## config.mk

```make
export PLATFORM = sky130hd
export DESIGN_NAME = bridge_command_id_regs
export DESIGN_NICKNAME = d
export VERILOG_FILES = /design/src/bridge_cfg_pkg.sv /design/src/bridge_req_gate.sv /design/src/bridge_err_irq.sv /design/src/bridge_command_id_regs.sv
export SDC_FILE = /design/constraint.sdc
export NUM_CORES = 1
export LEC_CHECK = 0
export BUFFER_PORTS_ARGS = -buffer_cell sky130_fd_sc_hd__buf_2
export CELL_PAD_IN_SITES_DETAIL_PLACEMENT = 0
export CELL_PAD_IN_SITES_GLOBAL_PLACEMENT = 2
export CORE_ASPECT_RATIO = 0.6
export CORE_MARGIN = 3
export CORE_UTILIZATION = 20
export DETAILED_ROUTE_END_ITERATION = 8
export GPL_TIMING_DRIVEN = 0
export PLACE_DENSITY_LB_ADDON = 0.15
export SLEW_MARGIN = 10
export SYNTH_ARGS = -nofsm -noshare
export SYNTH_HDL_FRONTEND = slang
export SYNTH_SLANG_ARGS = --single-unit
```

## constraint.sdc

```tcl
create_clock -name core_clk -period 1.99 [get_ports core_clk]
set_clock_uncertainty 0.2 [all_clocks]
set_input_delay 0.398 -clock core_clk [delete_from_list [all_inputs] [get_ports core_clk]]
set_output_delay 0.398 -clock core_clk [all_outputs]
set_load 0.02 [all_outputs]
```

## src/bridge_cfg_pkg.sv

```systemverilog
// constants, field positions and resets of the bridge command front end
//
// Behaviour
// - vendor word is a fixed 16-bit read-only value; writes do nothing
// - device word is a fixed 16-bit read-only value; writes do nothing
// - io space enable bit 0, reset zero, gates claiming of primary io window hits
// - memory space enable bit 1 gates claiming of memory and prefetch window hits
// - forwarding enable bit 2 low blocks upstream memory, io and msi writes
// - forwarding disabled: non-posted downstream-originated memory and io requests get unsupported request
// - forwarding enable never blocks completions nor non memory/io requests
// - master parity flag sets only with poison enable bit 6 on poison event
// - fatal/nonfatal errors reported when system error enable bit 8 or device enables set
// - system error enable lets fatal and nonfatal messages pass secondary to primary
// - correctable error messages always pass secondary to primary
// - legacy interrupt disable bit 10 negates the bridge's own interrupt
// - legacy interrupt disable leaves forwarded secondary interrupts untouched
// - command bits 3,4,5,7,9 and 15:11 read zero and ignore writes
// - master parity flag sits at status bit 8, cleared by writing one
package bridge_cfg_pkg;
	// ==========================================================
	// configuration offsets
	localparam logic [11:0] VENDOR_ID_OFS = 12'h000;
	localparam logic [11:0] DEVICE_ID_OFS = 12'h002;
	localparam logic [11:0] COMMAND_OFS = 12'h004;
	localparam logic [11:0] STATUS_OFS = 12'h006;
	// ==========================================================
	// identity values, arbitrary
	localparam logic [15:0] VENDOR_ID_VAL = 16'hA5A5;
	localparam logic [15:0] DEVICE_ID_VAL = 16'h5A01;
	// ==========================================================
	// command field positions
	localparam int IO_EN_BIT = 0;
	localparam int MEM_EN_BIT = 1;
	localparam int FWD_EN_BIT = 2;
	localparam int POISON_EN_BIT = 6;
	localparam int SERR_EN_BIT = 8;
	localparam int IRQ_DIS_BIT = 10;
	localparam logic [15:0] COMMAND_WMASK = 16'h0547;
	localparam logic [15:0] COMMAND_RESET = 16'h0000;
	// ==========================================================
	// status field positions
	localparam int MPAR_BIT = 8;
	localparam logic MPAR_RESET = 1'b0;
	// ==========================================================
	// request classes seen at the bridge
	typedef enum logic [2:0] {
		REQ_MEM = 3'h0,
		REQ_IO = 3'h1,
		REQ_MSG = 3'h2,
		REQ_CPL = 3'h3,
		REQ_CFG = 3'h4
	} req_class_t;
	// error message classes from the secondary side
	typedef enum logic [1:0] {
		MSG_COR = 2'h0,
		MSG_NONFATAL = 2'h1,
		MSG_FATAL = 2'h2
	} err_msg_t;
	// ==========================================================
	// config access state machine
	typedef enum logic [2:0] {
		ST_IDLE = 3'b001,
		ST_WRITE = 3'b010,
		ST_READ = 3'b100
	} cfg_state_t;
endpackage

```

## src/bridge_req_gate.sv

```systemverilog
// request gating of the bridge: window claims and upstream forwarding
module bridge_req_gate (
	input wire logic core_clk,
	input wire logic rstn,
	input wire logic clk_en,
	input wire logic io_space_enable,
	input wire logic memory_space_enable,
	input wire logic request_forwarding_enable,
	input wire logic pri_req_valid,
	input wire logic [2:0] pri_req_class,
	input wire logic pri_io_hit,
	input wire logic pri_mem_hit,
	input wire logic pri_pref_hit,
	input wire logic sec_req_valid,
	input wire logic [2:0] sec_req_class,
	input wire logic sec_req_nonposted,
	output logic pri_claim_r,
	output logic sec_forward_r,
	output logic sec_ur_cpl_r
);
	// ==========================================================
	// gating decode
	logic is_memio;
	logic claim_nxt;
	logic fwd_nxt;
	logic ur_nxt;

	// classify and decide one cycle ahead of the registered answer
	always_comb begin
		is_memio = (sec_req_class == bridge_cfg_pkg::REQ_MEM) ||
			(sec_req_class == bridge_cfg_pkg::REQ_IO);
		claim_nxt = pri_req_valid && (
			(pri_req_class == bridge_cfg_pkg::REQ_IO && pri_io_hit &&
				io_space_enable) ||
			(pri_req_class == bridge_cfg_pkg::REQ_MEM &&
				(pri_mem_hit || pri_pref_hit) && memory_space_enable));
		fwd_nxt = sec_req_valid && (!is_memio || request_forwarding_enable);
		ur_nxt = sec_req_valid && is_memio && !request_forwarding_enable &&
			sec_req_nonposted;
	end

	// registered gating outputs
	always_ff @(posedge core_clk or negedge rstn) begin
		if (!rstn) begin
			pri_claim_r <= 1'b0;
			sec_forward_r <= 1'b0;
			sec_ur_cpl_r <= 1'b0;
		end else if (clk_en) begin
			pri_claim_r <= claim_nxt;
			sec_forward_r <= fwd_nxt;
			sec_ur_cpl_r <= ur_nxt;
		end
	end
endmodule

```

## src/bridge_err_irq.sv

```systemverilog
// error message forwarding, error reporting and legacy interrupt gating
module bridge_err_irq (
	input wire logic core_clk,
	input wire logic rstn,
	input wire logic clk_en,
	input wire logic system_error_enable,
	input wire logic legacy_irq_disable,
	input wire logic dev_ctl_err_en,
	input wire logic err_detect,
	input wire logic sec_msg_valid,
	input wire logic [1:0] sec_msg_class,
	input wire logic own_irq_req,
	input wire logic sec_irq_in,
	output logic pri_msg_fwd_r,
	output logic err_report_r,
	output logic own_irq_r,
	output logic pri_irq_fwd_r
);
	// ==========================================================
	// registered error and interrupt outputs
	always_ff @(posedge core_clk or negedge rstn) begin
		if (!rstn) begin
			pri_msg_fwd_r <= 1'b0;
			err_report_r <= 1'b0;
			own_irq_r <= 1'b0;
			pri_irq_fwd_r <= 1'b0;
		end else if (clk_en) begin
			pri_msg_fwd_r <= sec_msg_valid && ((sec_msg_class == bridge_cfg_pkg::MSG_COR) ||
				system_error_enable);
			err_report_r <= err_detect && (system_error_enable || dev_ctl_err_en);
			own_irq_r <= own_irq_req && !legacy_irq_disable;
			pri_irq_fwd_r <= sec_irq_in;
		end
	end
endmodule

```

## src/bridge_command_id_regs.sv

```systemverilog
// bridge identity words, command register and master parity status flag
module bridge_command_id_regs #(
	parameter logic [15:0] VENDOR_ID = bridge_cfg_pkg::VENDOR_ID_VAL,
	parameter logic [15:0] DEVICE_ID = bridge_cfg_pkg::DEVICE_ID_VAL
) (
	input wire logic core_clk,
	input wire logic rstn,
	input wire logic clk_en,
	// configuration access, 16-bit word wide
	input wire logic cfg_rd,
	input wire logic cfg_wr,
	input wire logic [11:0] cfg_addr,
	input wire logic [15:0] cfg_wdata,
	input wire logic [1:0] cfg_be,
	output logic [15:0] cfg_rdata_r,
	output logic cfg_ack_r,
	// primary side requests
	input wire logic pri_req_valid,
	input wire logic [2:0] pri_req_class,
	input wire logic pri_io_hit,
	input wire logic pri_mem_hit,
	input wire logic pri_pref_hit,
	output logic pri_claim_r,
	// secondary side requests
	input wire logic sec_req_valid,
	input wire logic [2:0] sec_req_class,
	input wire logic sec_req_nonposted,
	output logic sec_forward_r,
	output logic sec_ur_cpl_r,
	// poison events on the primary side
	input wire logic poison_cpl_rx,
	input wire logic poison_wr_tx,
	// errors and messages
	input wire logic dev_ctl_err_en,
	input wire logic err_detect,
	input wire logic sec_msg_valid,
	input wire logic [1:0] sec_msg_class,
	output logic pri_msg_fwd_r,
	output logic err_report_r,
	// interrupts
	input wire logic own_irq_req,
	input wire logic sec_irq_in,
	output logic own_irq_r,
	output logic pri_irq_fwd_r,
	// control levels for the rest of the port
	output logic [15:0] command_r
);
	// ==========================================================
	// state and decode
	bridge_cfg_pkg::cfg_state_t state_r;
	bridge_cfg_pkg::cfg_state_t state_nxt;
	logic mpar_r;
	logic [15:0] wr_mask;
	logic [15:0] rd_word;

	// byte lane expansion, used by the command register write; the parity flag clear tests cfg_be[1] directly
	function automatic logic [15:0] lane_mask(input logic [1:0] be);
		lane_mask = {{8{be[1]}}, {8{be[0]}}};
	endfunction

	// register select by word address
	function automatic logic addr_is(input logic [11:0] a, input logic [11:0] ofs);
		addr_is = (a[11:1] == ofs[11:1]);
	endfunction

	// ==========================================================
	// access sequencing: one cycle to take, one to answer
	always_comb begin
		state_nxt = state_r;
		case (state_r)
			bridge_cfg_pkg::ST_IDLE: begin
				if (cfg_wr) begin
					state_nxt = bridge_cfg_pkg::ST_WRITE;
				end else if (cfg_rd) begin
					state_nxt = bridge_cfg_pkg::ST_READ;
				end
			end
			bridge_cfg_pkg::ST_WRITE: state_nxt = bridge_cfg_pkg::ST_IDLE;
			bridge_cfg_pkg::ST_READ: state_nxt = bridge_cfg_pkg::ST_IDLE;
			default: state_nxt = bridge_cfg_pkg::ST_IDLE;
		endcase
	end

	// state register
	always_ff @(posedge core_clk or negedge rstn) begin
		if (!rstn) begin
			state_r <= bridge_cfg_pkg::ST_IDLE;
		end else if (clk_en) begin
			state_r <= state_nxt;
		end
	end

	// write mask for the taken access
	always_comb begin
		wr_mask = lane_mask(cfg_be);
	end

	// ==========================================================
	// command register; only the documented writable bits store
	always_ff @(posedge core_clk or negedge rstn) begin
		if (!rstn) begin
			command_r <= bridge_cfg_pkg::COMMAND_RESET;
		end else if (clk_en && state_r == bridge_cfg_pkg::ST_IDLE && cfg_wr &&
			addr_is(cfg_addr, bridge_cfg_pkg::COMMAND_OFS)) begin
			command_r <= (command_r & ~(wr_mask & bridge_cfg_pkg::COMMAND_WMASK)) |
				(cfg_wdata & wr_mask & bridge_cfg_pkg::COMMAND_WMASK);
		end
	end

	// ==========================================================
	// master parity flag: event set wins over write-one clear
	always_ff @(posedge core_clk or negedge rstn) begin
		if (!rstn) begin
			mpar_r <= bridge_cfg_pkg::MPAR_RESET;
		end else if (clk_en) begin
			if (command_r[bridge_cfg_pkg::POISON_EN_BIT] && (poison_cpl_rx || poison_wr_tx)) begin
				mpar_r <= 1'b1;
			end else if (state_r == bridge_cfg_pkg::ST_IDLE && cfg_wr &&
				addr_is(cfg_addr, bridge_cfg_pkg::STATUS_OFS) && cfg_be[1] &&
				cfg_wdata[bridge_cfg_pkg::MPAR_BIT]) begin
				mpar_r <= 1'b0;
			end
		end
	end

	// ==========================================================
	// read mux; unmapped words read zero
	always_comb begin
		rd_word = 16'h0000;
		if (addr_is(cfg_addr, bridge_cfg_pkg::VENDOR_ID_OFS)) begin
			rd_word = VENDOR_ID;
		end else if (addr_is(cfg_addr, bridge_cfg_pkg::DEVICE_ID_OFS)) begin
			rd_word = DEVICE_ID;
		end else if (addr_is(cfg_addr, bridge_cfg_pkg::COMMAND_OFS)) begin
			rd_word = command_r & bridge_cfg_pkg::COMMAND_WMASK;
		end else if (addr_is(cfg_addr, bridge_cfg_pkg::STATUS_OFS)) begin
			rd_word[bridge_cfg_pkg::MPAR_BIT] = mpar_r;
		end
	end

	// read data and acknowledge, registered
	always_ff @(posedge core_clk or negedge rstn) begin
		if (!rstn) begin
			cfg_rdata_r <= 16'h0000;
			cfg_ack_r <= 1'b0;
		end else if (clk_en) begin
			cfg_ack_r <= (state_r == bridge_cfg_pkg::ST_IDLE) && (cfg_rd || cfg_wr);
			if (state_r == bridge_cfg_pkg::ST_IDLE && cfg_rd && !cfg_wr) begin
				cfg_rdata_r <= rd_word;
			end
		end
	end

	// ==========================================================
	// request gating
	bridge_req_gate u_req_gate (
		.core_clk(core_clk),
		.rstn(rstn),
		.clk_en(clk_en),
		.io_space_enable(command_r[bridge_cfg_pkg::IO_EN_BIT]),
		.memory_space_enable(command_r[bridge_cfg_pkg::MEM_EN_BIT]),
		.request_forwarding_enable(command_r[bridge_cfg_pkg::FWD_EN_BIT]),
		.pri_req_valid(pri_req_valid),
		.pri_req_class(pri_req_class),
		.pri_io_hit(pri_io_hit),
		.pri_mem_hit(pri_mem_hit),
		.pri_pref_hit(pri_pref_hit),
		.sec_req_valid(sec_req_valid),
		.sec_req_class(sec_req_class),
		.sec_req_nonposted(sec_req_nonposted),
		.pri_claim_r(pri_claim_r),
		.sec_forward_r(sec_forward_r),
		.sec_ur_cpl_r(sec_ur_cpl_r)
	);

	// error messages and interrupts
	bridge_err_irq u_err_irq (
		.core_clk(core_clk),
		.rstn(rstn),
		.clk_en(clk_en),
		.system_error_enable(command_r[bridge_cfg_pkg::SERR_EN_BIT]),
		.legacy_irq_disable(command_r[bridge_cfg_pkg::IRQ_DIS_BIT]),
		.dev_ctl_err_en(dev_ctl_err_en),
		.err_detect(err_detect),
		.sec_msg_valid(sec_msg_valid),
		.sec_msg_class(sec_msg_class),
		.own_irq_req(own_irq_req),
		.sec_irq_in(sec_irq_in),
		.pri_msg_fwd_r(pri_msg_fwd_r),
		.err_report_r(err_report_r),
		.own_irq_r(own_irq_r),
		.pri_irq_fwd_r(pri_irq_fwd_r)
	);
endmodule

```

### Word level (Yosys, flattened, before mapping)

Index checks and enable logic that the tools add are counted.

* output and inout port bits: 40
* logic and storage cells: 77
* register bits: 44
* input bits: 56

* bitwise gates (word level): 4
* reduce and logical (&&, ||, !) cells: 43
* equality and inequality tests: 7
* muxes and demuxes: 11

Operator list (number)
* logical AND 1 bit: 23
* == test 11 x 2 -> 1 bit (second input constant): 2
* AND 16 bit: 1
* 2-to-1 mux 16 bit: 1
* inverter 11 -> 16 bit: 1
* bitwise OR 16 x 11 -> 16 bit: 1
* 2-to-1 mux 15 bit: 1
* AND 11 bit: 1
* == test 11 x 1 -> 1 bit (second input constant): 1
* logical NOT 11 bit: 1
* == test 3 x 1 -> 1 bit (second input constant): 3
* 2-to-1 mux 3 bit: 3
* logical OR 1 bit: 8
* 2-to-1 mux 7 bit: 1
* logical NOT 3 bit: 2
* AND reduction 2 bit: 3
* logical NOT 1 bit: 4
* 2-to-1 mux 1 bit: 4
* != test 3 bit (second input constant): 1
* logical NOT 2 bit: 1
* 2-to-1 mux 2 bit: 1
* nonzero test 2 bit: 1

### Logic depth before layout (Yosys ltp)

Gate-level depths: netlist (run 1).

* depth in word-level cells: 7
* mapped depth: 5

### Hierarchy

Synthesis (run 1) repeated with hierarchy kept, for this count alone.

* cells, all modules: 126
* area, all modules: 1326.3 um^2

By module, submodules not included
* bridge_command_id_regs: area an instance 1007.2 um^2, cells an instance 96, instances 1, sequential area each 476.7 um^2
* bridge_err_irq: area an instance 170.2 um^2, cells an instance 14, instances 1, sequential area each 100.1 um^2
* bridge_req_gate: area an instance 148.9 um^2, cells an instance 16, instances 1, sequential area each 75.1 um^2

### Worst setup path after synthesis (run 1)

No wires, ideal clock.

* path type: input port to flip-flop
* start point: in cfg_addr[9]
* end point: reg with a tool-made name
* data arrival time: 1.746 ns
* cell stages on the path: 4
* data required time: 1.665 ns
* setup slack: -0.081 ns
* path through: nor4_4 -> nand3_4 -> or4b_4 -> mux2_4

RTL lines
* start: declaration: RTL line bridge_command_id_regs.sv:12 `input wire logic [11:0] cfg_addr,`

==> impl_metrics.env, run 1 <==
export IMPL_ys_flop_type="dfrtp_1"
export IMPL_drive_gt1_share_pct=52.0
export IMPL_clock_root_buffer="clkbuf_16"
export IMPL_dp_hpwl_mm=3.18
export IMPL_cp_cell_sequence="nor3b_4, nand4_1, or4b_4, mux2_4"
export IMPL_period_share_pct=106
export IMPL_grt_pass1_wl_mm=6.60
export IMPL_swShare_pct=25.6
export IMPL_power_frac_seq_pct=43.6
export IMPL_cap_violations=0
export IMPL_worst_setup_path_type="reg2reg"
export IMPL_fin_ws_ps=-121
export IMPL_relSlewSlack_pct=60.1
export IMPL_cts_made_buffers=3
export IMPL_clockBufferDepth=2
export IMPL_critical_path_max_fanout=4
export IMPL_grt_antenna_before_repair=0
export IMPL_placementRows=22
export IMPL_yosysTopAreaCellShare_pct=44.9
export IMPL_hp_class="in2reg"
export IMPL_gp_congestion=0.703
export IMPL_cp_slowest_stage_delay_ps=590
export IMPL_drtIter0Drc=42
export IMPL_path_clk_slew_ps=70
export IMPL_coreArea_um2=6410
export IMPL_ys_seq_area_share_pct=46.8
export IMPL_diodes=0
export IMPL_grt_util_all_layers_pct=10.2
export IMPL_crit_slowest_cell="or4b_4"
export IMPL_rsz0062_at_grt="true"
export IMPL_clkPwrFrac_pct=37.1
export IMPL_p_leak_nw=1.10
export IMPL_critPathArrivalTime_ps=2060
export IMPL_die_area_um2=8030
export IMPL_start_util_pct=21.7
export IMPL_ys_types=32
export IMPL_die_width_um=114
export IMPL_crit_start="state_r[0]"
export IMPL_intPower_w=0.000987
export IMPL_p_total_w=0.00133
export IMPL_cts_max_level=1
export IMPL_avgViaCountPerCell=3.93
export IMPL_min_period_ps=2110
export IMPL_first_pass_iters=4
export IMPL_hp_start="cfg_wdata[10]"
export IMPL_crit_required_ps=1930
export IMPL_numClockSinks=26
export IMPL_outcome="complete, but fails checks"
export IMPL_synthArstFlopShare_pct=100
export IMPL_cts_tree="done"
export IMPL_grt_max_degree=27
export IMPL_num_vias=1214
export IMPL_synthTopCellsByArea="dfrtp_1, buf_4, mux2_4"
export IMPL_synthesis_area_um2=1390
export IMPL_syn_inst=134
export IMPL_die_h_um=70.6
export IMPL_ios=96
export IMPL_drc=0
export IMPL_setup_viol=6
export IMPL_syn_mean_instance_area_um2=10.4
export IMPL_final_common_cell="buf_2"
export IMPL_synth_edf_count=0
export IMPL_preCtsSetupSlack_ps=-297
export IMPL_ant_nets=0
export IMPL_p_switching_w=0.000339
export IMPL_worstSetupEndpointType="flip-flop"
export IMPL_ys_ff_latch=26
export IMPL_combPwrFrac_pct=19.3
export IMPL_ir_worst_vdd_mv=0.321
export IMPL_clock_latency_ps=260
export IMPL_grt_ovfl_total=0
export IMPL_areaGrowthSynthToFinish_pct=47.3
export IMPL_failed_checks="negative setup slack"
export IMPL_tightestPinTransition_ps=598
export IMPL_ys_warn_count=0
export IMPL_powerDensity_nw_per_um2=646
export IMPL_mostFrequentLayoutCells="buf_2, buf_4, dfrtp_1, conb_1, inv_1"
export IMPL_drt_wl_total_mm=4.09
export IMPL_layout_nets=282
export IMPL_port_buffers=70
export IMPL_grt_pass1_vias=1248
export IMPL_finalHoldViolations=0
export IMPL_report_final_slew_viol_count=0
export IMPL_startpoint_type="flip-flop"
export IMPL_wire_per_inst_um=13.2
export IMPL_synth_top_cell_by_area="dfrtp_1"
export IMPL_r2r_start="state_r[0]"
export IMPL_max_clock_freq_mhz=474
==> Yosys cell counts (all sizes together) (4+ instances only) <==
master  instances
dfrtp          25
o21ai           9
mux2            7
inv            11
o41ai           4
nand2           9
nand4           4
nand3           6
clkbuf          4
buf            24
==> layout make-up <==
class / instances / area (um^2)
fill: 699 / 4360
buffer: 28 / 200
tap: 84 / 105
inverter: 11 / 41.3
sequential: 26 / 652
clock buffer: 4 / 88.8
multi-input combinational: 80 / 567
timing repair buffer: 76 / 398
==> per-layer routing <==
layer	part of all wire, %	vias to the layer above	global-route usage, %
li1	-	624	-
met4	0	0	0.400
met2	38	57	14.4
met5	0	-	0
met1	52	533	15.7
met3	10	0	3.42
==> cells by family (layout without fill, tap and decap cells) <==
| kind of cell | Yosys count | count (layout) | share of synthesized area (%) |
|---|---|---|---|
| AOI/OAI and AO/OA | 28 | 28 | 13.6 |
| and+or+nand+nor | 33 | 33 | 15.4 |
| DFF | 26 | 26 | 46.8 |
| muxes | 7 | 7 | 6.74 |
| other | 1 | 12 | 0.269 |
| buffers and inverters | 39 | 119 | 17.3 |
==> what timing repair did <==
| action | in CTS | in global routing |
|---|---|---|
| buffers inserted | 4 | 1 |
| setup endpoints to repair | 12 | 10 |
| gates resized for setup | 3 | 2 |
| hold buffers | 1 | 0 |
| pin swaps | 3 | 1 |
| endpoints found under the hold margin | 25 | 0 |
==> power groups by stage <==
stage	sequential [W]	clock, W	combinational, W
floorplan	0.000605	0	0.000117
global placement	0.000588	0	0.000230
detailed placement	0.000587	0	0.000229
CTS	0.000578	0.000513	0.000247
global route	0.000581	0.000539	0.000284
finish	0.000578	0.000492	0.000256
==> stage by stage <==
stage / TNS, ps / utilization, % / instance area, um^2 / std cells / hold WS [ps]
after CTS: -622 / 31.9 / 2040 / 308 / 163
after global routing: -876 / 32.0 / 2050 / 309 / 158
after global placement: -2530 / 29.6 / 1900 / 299 / 253
after floorplan: -190 / - / 1440 / 145 / -97.6
after detailed placement: -2310 / 29.6 / 1900 / 299 / 257
final: -617 / 32.0 / 2050 / 309 / 170
==> worst max-delay path: cells and delay by family, from the launching register on <==
| kind | cells | cell delay [ps] |
|---|---|---|
| DFF | 1 | 540 |
| muxes | 1 | 310 |
| and+or+nand+nor | 3 | 940 |
==> path summary, 6_finish.rpt <==
kind | slack [ps] | to | cells past startpoint
min in group asynchronous | 480 | u_err_irq.pri_irq_fwd_r | 2
hold reg to reg | 280 | cfg_rdata_r[2] | 2
setup / recovery | -120 | flip-flop | 4
setup reg to reg | -120 | flip-flop | 4
max in group asynchronous | 710 | cfg_rdata_r[2] | 2
hold / removal | 170 | flip-flop | 2
No activity file was read; power rests on OpenSTA's default activity.
==> run 2: changes to the inputs <==
Settings changed: SETUP_SLACK_MARGIN from default to 0.4.
==> run 2 against run 1 <==
Effect of this change: the run still ends with negative setup slack left; wire length up 0.15%; core utilization up 3.6 points; clock-buffer cell count unchanged; cell count increased by 1.6%; critical path depth is the same; non-clock buffer count rose by 5; sequential cell count unchanged; critical path type unchanged; worst setup slack worse by 16 ps; highest routed layer unchanged; register-to-register slack worse by 20 ps; maximum frequency is 0.76% lower.
==> impl_metrics.env, run 2 (synthesis gave the netlist of run 1 again) <==
export IMPL_drtIter0Drc=45
export IMPL_powerDensity_nw_per_um2=590
export IMPL_start_util_pct=21.7
export IMPL_fin_ws_ps=-137
export IMPL_gp_congestion=0.688
export IMPL_ir_worst_vdd_mv=0.399
export IMPL_setup_viol=6
export IMPL_max_clock_freq_mhz=470
export IMPL_combPwrFrac_pct=20.6
export IMPL_hp_class="in2reg"
export IMPL_p_total_w=0.00135
export IMPL_final_common_cell="buf_2"
export IMPL_diodes=0
export IMPL_die_h_um=70.6
export IMPL_layout_nets=287
export IMPL_rsz0062_at_grt="true"
export IMPL_post_place_cells=299
export IMPL_clkPwrFrac_pct=36.6
export IMPL_failed_checks="negative setup slack"
export IMPL_mostFrequentLayoutCells="buf_2, buf_4, dfrtp_1, buf_6, conb_1"
export IMPL_worst_setup_path_type="reg2reg"
export IMPL_preCtsSetupSlack_ps=-293
export IMPL_grt_pass1_wl_mm=6.44
export IMPL_die_area_um2=8030
export IMPL_num_vias=1245
export IMPL_clock_latency_ps=260
export IMPL_cts_tree="done"
export IMPL_min_period_ps=2130
export IMPL_grt_ovfl_total=0
export IMPL_grt_max_degree=27
export IMPL_path_clk_slew_ps=70
export IMPL_cp_slowest_stage_delay_ps=590
export IMPL_grt_pass1_vias=1208
export IMPL_finalHoldViolations=0
export IMPL_cap_violations=0
export IMPL_numClockSinks=26
export IMPL_intPower_w=0.00100
export IMPL_wire_per_inst_um=13.0
export IMPL_outcome="complete, but fails checks"
export IMPL_first_pass_iters=4
export IMPL_grt_util_all_layers_pct=10.2
export IMPL_ant_nets=0
export IMPL_die_width_um=114
export IMPL_p_switching_w=0.000350
export IMPL_tightestPinTransition_ps=610
export IMPL_ios=96
export IMPL_finalNonFillerCells=314
export IMPL_crit_slowest_cell="or4b_4"
export IMPL_p_leak_nw=1.19
export IMPL_cp_top_family="simple AND/OR/NAND/NOR gates"
export IMPL_cts_max_level=1
export IMPL_period_share_pct=107
export IMPL_power_frac_seq_pct=42.8
export IMPL_clock_root_buffer="clkbuf_16"
export IMPL_relSlewSlack_pct=59.3
export IMPL_drc=0
export IMPL_cp_cell_sequence="nor3b_4, nand4_1, or4b_4, mux2_4"
export IMPL_swShare_pct=25.9
export IMPL_critPathBufInv=0
export IMPL_critical_path_max_fanout=4
export IMPL_dp_hpwl_mm=3.06
export IMPL_clockBufferDepth=2
export IMPL_startpoint_type="flip-flop"
export IMPL_crit_required_ps=1940
export IMPL_drive_gt1_share_pct=59.1
export IMPL_report_final_slew_viol_count=0
export IMPL_avgViaCountPerCell=3.96
export IMPL_critPathArrivalTime_ps=2080
export IMPL_port_buffers=70
export IMPL_drt_wl_total_mm=4.10
export IMPL_grt_antenna_before_repair=0
export IMPL_cts_made_buffers=3
export IMPL_worstSetupEndpointType="flip-flop"
export IMPL_areaGrowthSynthToFinish_pct=64.2
export IMPL_coreArea_um2=6410
export IMPL_placementRows=22
## run 2: changes by cell type in the layout (fill, tap and decap cells not counted), sizes merged
cell,delta
buf,+4
clkbuf,+1
## run 2: stage by stage
| step | hold slack (ps) | util [%] | setup TNS [ps] | cell area (um^2) |
|---|---|---|---|---|
| finish | 164 | 35.6 | -655 | 2290 |
| global route | 161 | 35.6 | -1120 | 2290 |
| CTS | 159 | 33.8 | -769 | 2170 |
| detailed placement | 262 | 29.7 | -1790 | 1910 |
| global placement | 259 | 29.7 | -2050 | 1910 |
| floorplan | -97.6 | - | -190 | 1450 |
## run 2: routing by layer
metal  GRT usage (%)  vias to the layer above  part of all wire [%]
li1                -                      633                     -
met4           0.400                        0                     0
met5               0                        -                     0
met2            13.7                       63                    38
met3            3.68                        0                    10
met1            16.0                      549                    52
## run 2: cell type report
class	count	area, um^2
multi-input combinational	80	664
inverter	11	41.3
sequential	26	654
fill	674	4130
clock buffer	4	88.8
tap	84	105
timing repair buffer	81	504
buffer	28	228
## run 2: path summary, 6_finish.rpt
| path | slack [ps] | to | cells after the start | startpoint |
|---|---|---|---|---|
| max in group asynchronous | 670 | cfg_rdata_r[13] | 2 | rstn |
| worst max register to register | -140 | flip-flop | 4 | state_r[0] |
| worst min-delay path | 160 | flip-flop | 2 | cfg_wdata[6] |
| worst min register to register | 310 | cfg_rdata_r[2] | 2 | cfg_rdata_r[2] |
| min in group asynchronous | 480 | cfg_rdata_r[1] | 2 | rstn |
| worst max-delay path | -140 | flip-flop | 4 | state_r[0] |
## run 2: what timing repair did
item	CTS	global route
pin swaps	8	2
endpoints found under the hold margin	25	0
gates resized for setup	21	25
hold buffers	1	0
cloned	1	0
endpoints found under the setup margin	18	25
buffers inserted	5	4
## run 2: power groups by stage
stage / clock (W) / sequential (W) / combinational (W)
after floorplan: 0 / 0.000605 / 0.000119
after global placement: 0 / 0.000588 / 0.000233
after detailed placement: 0 / 0.000587 / 0.000231
after CTS: 0.000517 / 0.000578 / 0.000265
after global routing: 0.000543 / 0.000583 / 0.000307
final: 0.000494 / 0.000578 / 0.000277
## run 2: worst reg2reg max path, stage by stage, from the launching register on
cell and delay [ps]:
dfstp_2 550, nor3b_4 220, nand4_1 140, or4b_4 590, mux2_4 320
==> run 3: changes to the inputs <==
Settings changed: CELL_PAD_IN_SITES_DETAIL_PLACEMENT 0 to 1, CELL_PAD_IN_SITES_GLOBAL_PLACEMENT 2 to 1, CORE_UTILIZATION 20 to 26, PLACE_DENSITY_LB_ADDON 0.15 to 0.1.
==> run 3 against run 2 <==
Effect of this change: the flow still finishes with violations (negative setup slack); power is 2.5% lower; register-to-register slack worse by 20 ps; core utilization is 13 points higher; critical path type unchanged; highest routed layer unchanged.
==> impl_metrics.env, run 3 (synthesis gave the netlist of run 1 again) <==
export IMPL_diodes=0
export IMPL_die_h_um=62.7
export IMPL_numClockSinks=26
export IMPL_grt_max_degree=27
export IMPL_fill_cells=557
export IMPL_dp_hpwl_mm=3.28
export IMPL_start_util_pct=28.7
export IMPL_failed_checks="negative setup slack"
export IMPL_rsz0062_at_grt="true"
export IMPL_die_area_um2=6300
export IMPL_drive_gt1_share_pct=61.4
export IMPL_cts_made_buffers=3
export IMPL_regArea_um2=654
export IMPL_ir_worst_vdd_mv=0.293
export IMPL_first_pass_iters=4
export IMPL_drc=0
export IMPL_startpoint_type="flip-flop"
export IMPL_multi_input_area_um2=707
export IMPL_crit_required_ps=1960
export IMPL_gp_congestion=0.740
export IMPL_outcome="complete, but fails checks"
export IMPL_drt_wl_total_mm=4.42
export IMPL_grt_antenna_before_repair=0
export IMPL_critical_path_max_fanout=4
export IMPL_final_common_cell="buf_2"
export IMPL_placementRows=19
export IMPL_grt_pass1_vias=1460
export IMPL_finalCoreUtilization_pct=48.8
export IMPL_wire_per_inst_um=14.8
export IMPL_cap_violations=0
export IMPL_setup_viol=6
export IMPL_clock_latency_ps=280
export IMPL_clockBufferDepth=2
export IMPL_drtIter0Drc=34
export IMPL_powerDensity_nw_per_um2=555
export IMPL_mostFrequentLayoutCells="buf_2, buf_4, dfrtp_1, buf_6, conb_1"
export IMPL_port_buffers=70
export IMPL_layout_nets=293
export IMPL_finalHoldWorstSlack_ps=149
export IMPL_cts_max_level=1
export IMPL_finalHoldViolations=0
export IMPL_ant_nets=0
export IMPL_hp_class="in2reg"
export IMPL_report_final_slew_viol_count=0
export IMPL_p_leak_nw=1.26
export IMPL_avgViaCountPerCell=4.43
export IMPL_min_period_ps=2150
export IMPL_ios=96
export IMPL_fin_ws_ps=-157
export IMPL_cts_tree="done"
export IMPL_path_clk_slew_ps=100
export IMPL_grt_util_all_layers_pct=13.9
export IMPL_clock_root_buffer="clkbuf_8"
export IMPL_die_width_um=100
export IMPL_areaGrowthSynthToFinish_pct=70.1
export IMPL_relSlewSlack_pct=59.0
export IMPL_coreArea_um2=4850
export IMPL_max_clock_freq_mhz=466
export IMPL_critPathArrivalTime_ps=2120
export IMPL_worstSetupEndpointType="flip-flop"
export IMPL_grt_pass1_wl_mm=7.04
export IMPL_period_share_pct=108
export IMPL_worst_setup_path_type="reg2reg"
export IMPL_grt_ovfl_total=0
export IMPL_num_vias=1324
export IMPL_tightestPinTransition_ps=615
==> run 3: cell types whose count changed in the layout (fill, tap and decap cells not counted), sizes merged <==
cell,change
buf,+6
bufinv,+1
clkbuf,-1
==> run 3: repair_timing <==
| item | CTS | global route |
|---|---|---|
| endpoints found under the setup margin | 26 | 27 |
| setup buffers | 11 | 4 |
| pin swaps | 9 | 3 |
| endpoints found under the hold margin | 25 | 0 |
| resized for setup | 43 | 20 |
| hold buffers | 1 | 0 |
| gates cloned | 1 | 0 |
==> run 3: layer usage <==
layer / track usage, % / up-vias / part of all wire, %
met1: 18.5 / 627 / 45
met5: 0 / - / 0
met4: 1.51 / 0 / 0
met2: 22.3 / 53 / 45
met3: 4.91 / 0 / 9.3
li1: - / 644 / -
==> run 3: cell type report <==
class,instances,share of cell area (%)
Multi-Input combinational cell,80,29.8
Sequential cell,26,27.6
Timing Repair Buffer,87,24.0
Buffer,28,10.4
Tap cell,63,3.33
Clock buffer,3,1.74
Inverter,11,1.74
Clock inverter,1,1.27
==> run 3: final timing paths <==
check                                from                      end  slack, ps  cells past startpoint
max                            state_r[0]                flip-flop       -160                      4
min reg2reg                cfg_rdata_r[1]           cfg_rdata_r[1]        320                      1
max reg2reg                    state_r[0]                flip-flop       -160                      4
max in group asynchronous            rstn          cfg_rdata_r[13]        680                      2
min                          cfg_wdata[6]                flip-flop        150                      2
min in group asynchronous            rstn  u_req_gate.sec_ur_cpl_r        460                      2
==> run 3: power by group <==
part	internal [W]	total [W]	switching, W
registers	0.000559	0.000577	0.0000184
clock network	0.000269	0.000444	0.000175
logic	0.000136	0.000294	0.000158
total	0.000964	0.00132	0.000351
==> run 3: stage by stage <==
| stage | setup TNS, ps | power [W] | worst slack [ps] | std cells | cell area (um^2) |
|---|---|---|---|---|---|
| after CTS | -896 | 0.00133 | -166 | 295 | 2250 |
| final | -788 | 0.00132 | -157 | 299 | 2370 |
| after floorplan | -190 | 0.000724 | -47.6 | 145 | 1450 |
| after detailed placement | -1710 | 0.000822 | -265 | 278 | 1880 |
| after global placement | -1440 | 0.000813 | -245 | 278 | 1880 |
| after global routing | -1280 | 0.00139 | -235 | 299 | 2370 |
==> run 3: critical path: stages (launching register included) <==
cell and delay, ps:
dfstp_2 550, nor3b_4 240, nand4_1 150, or4b_4 590
mux2_4 320
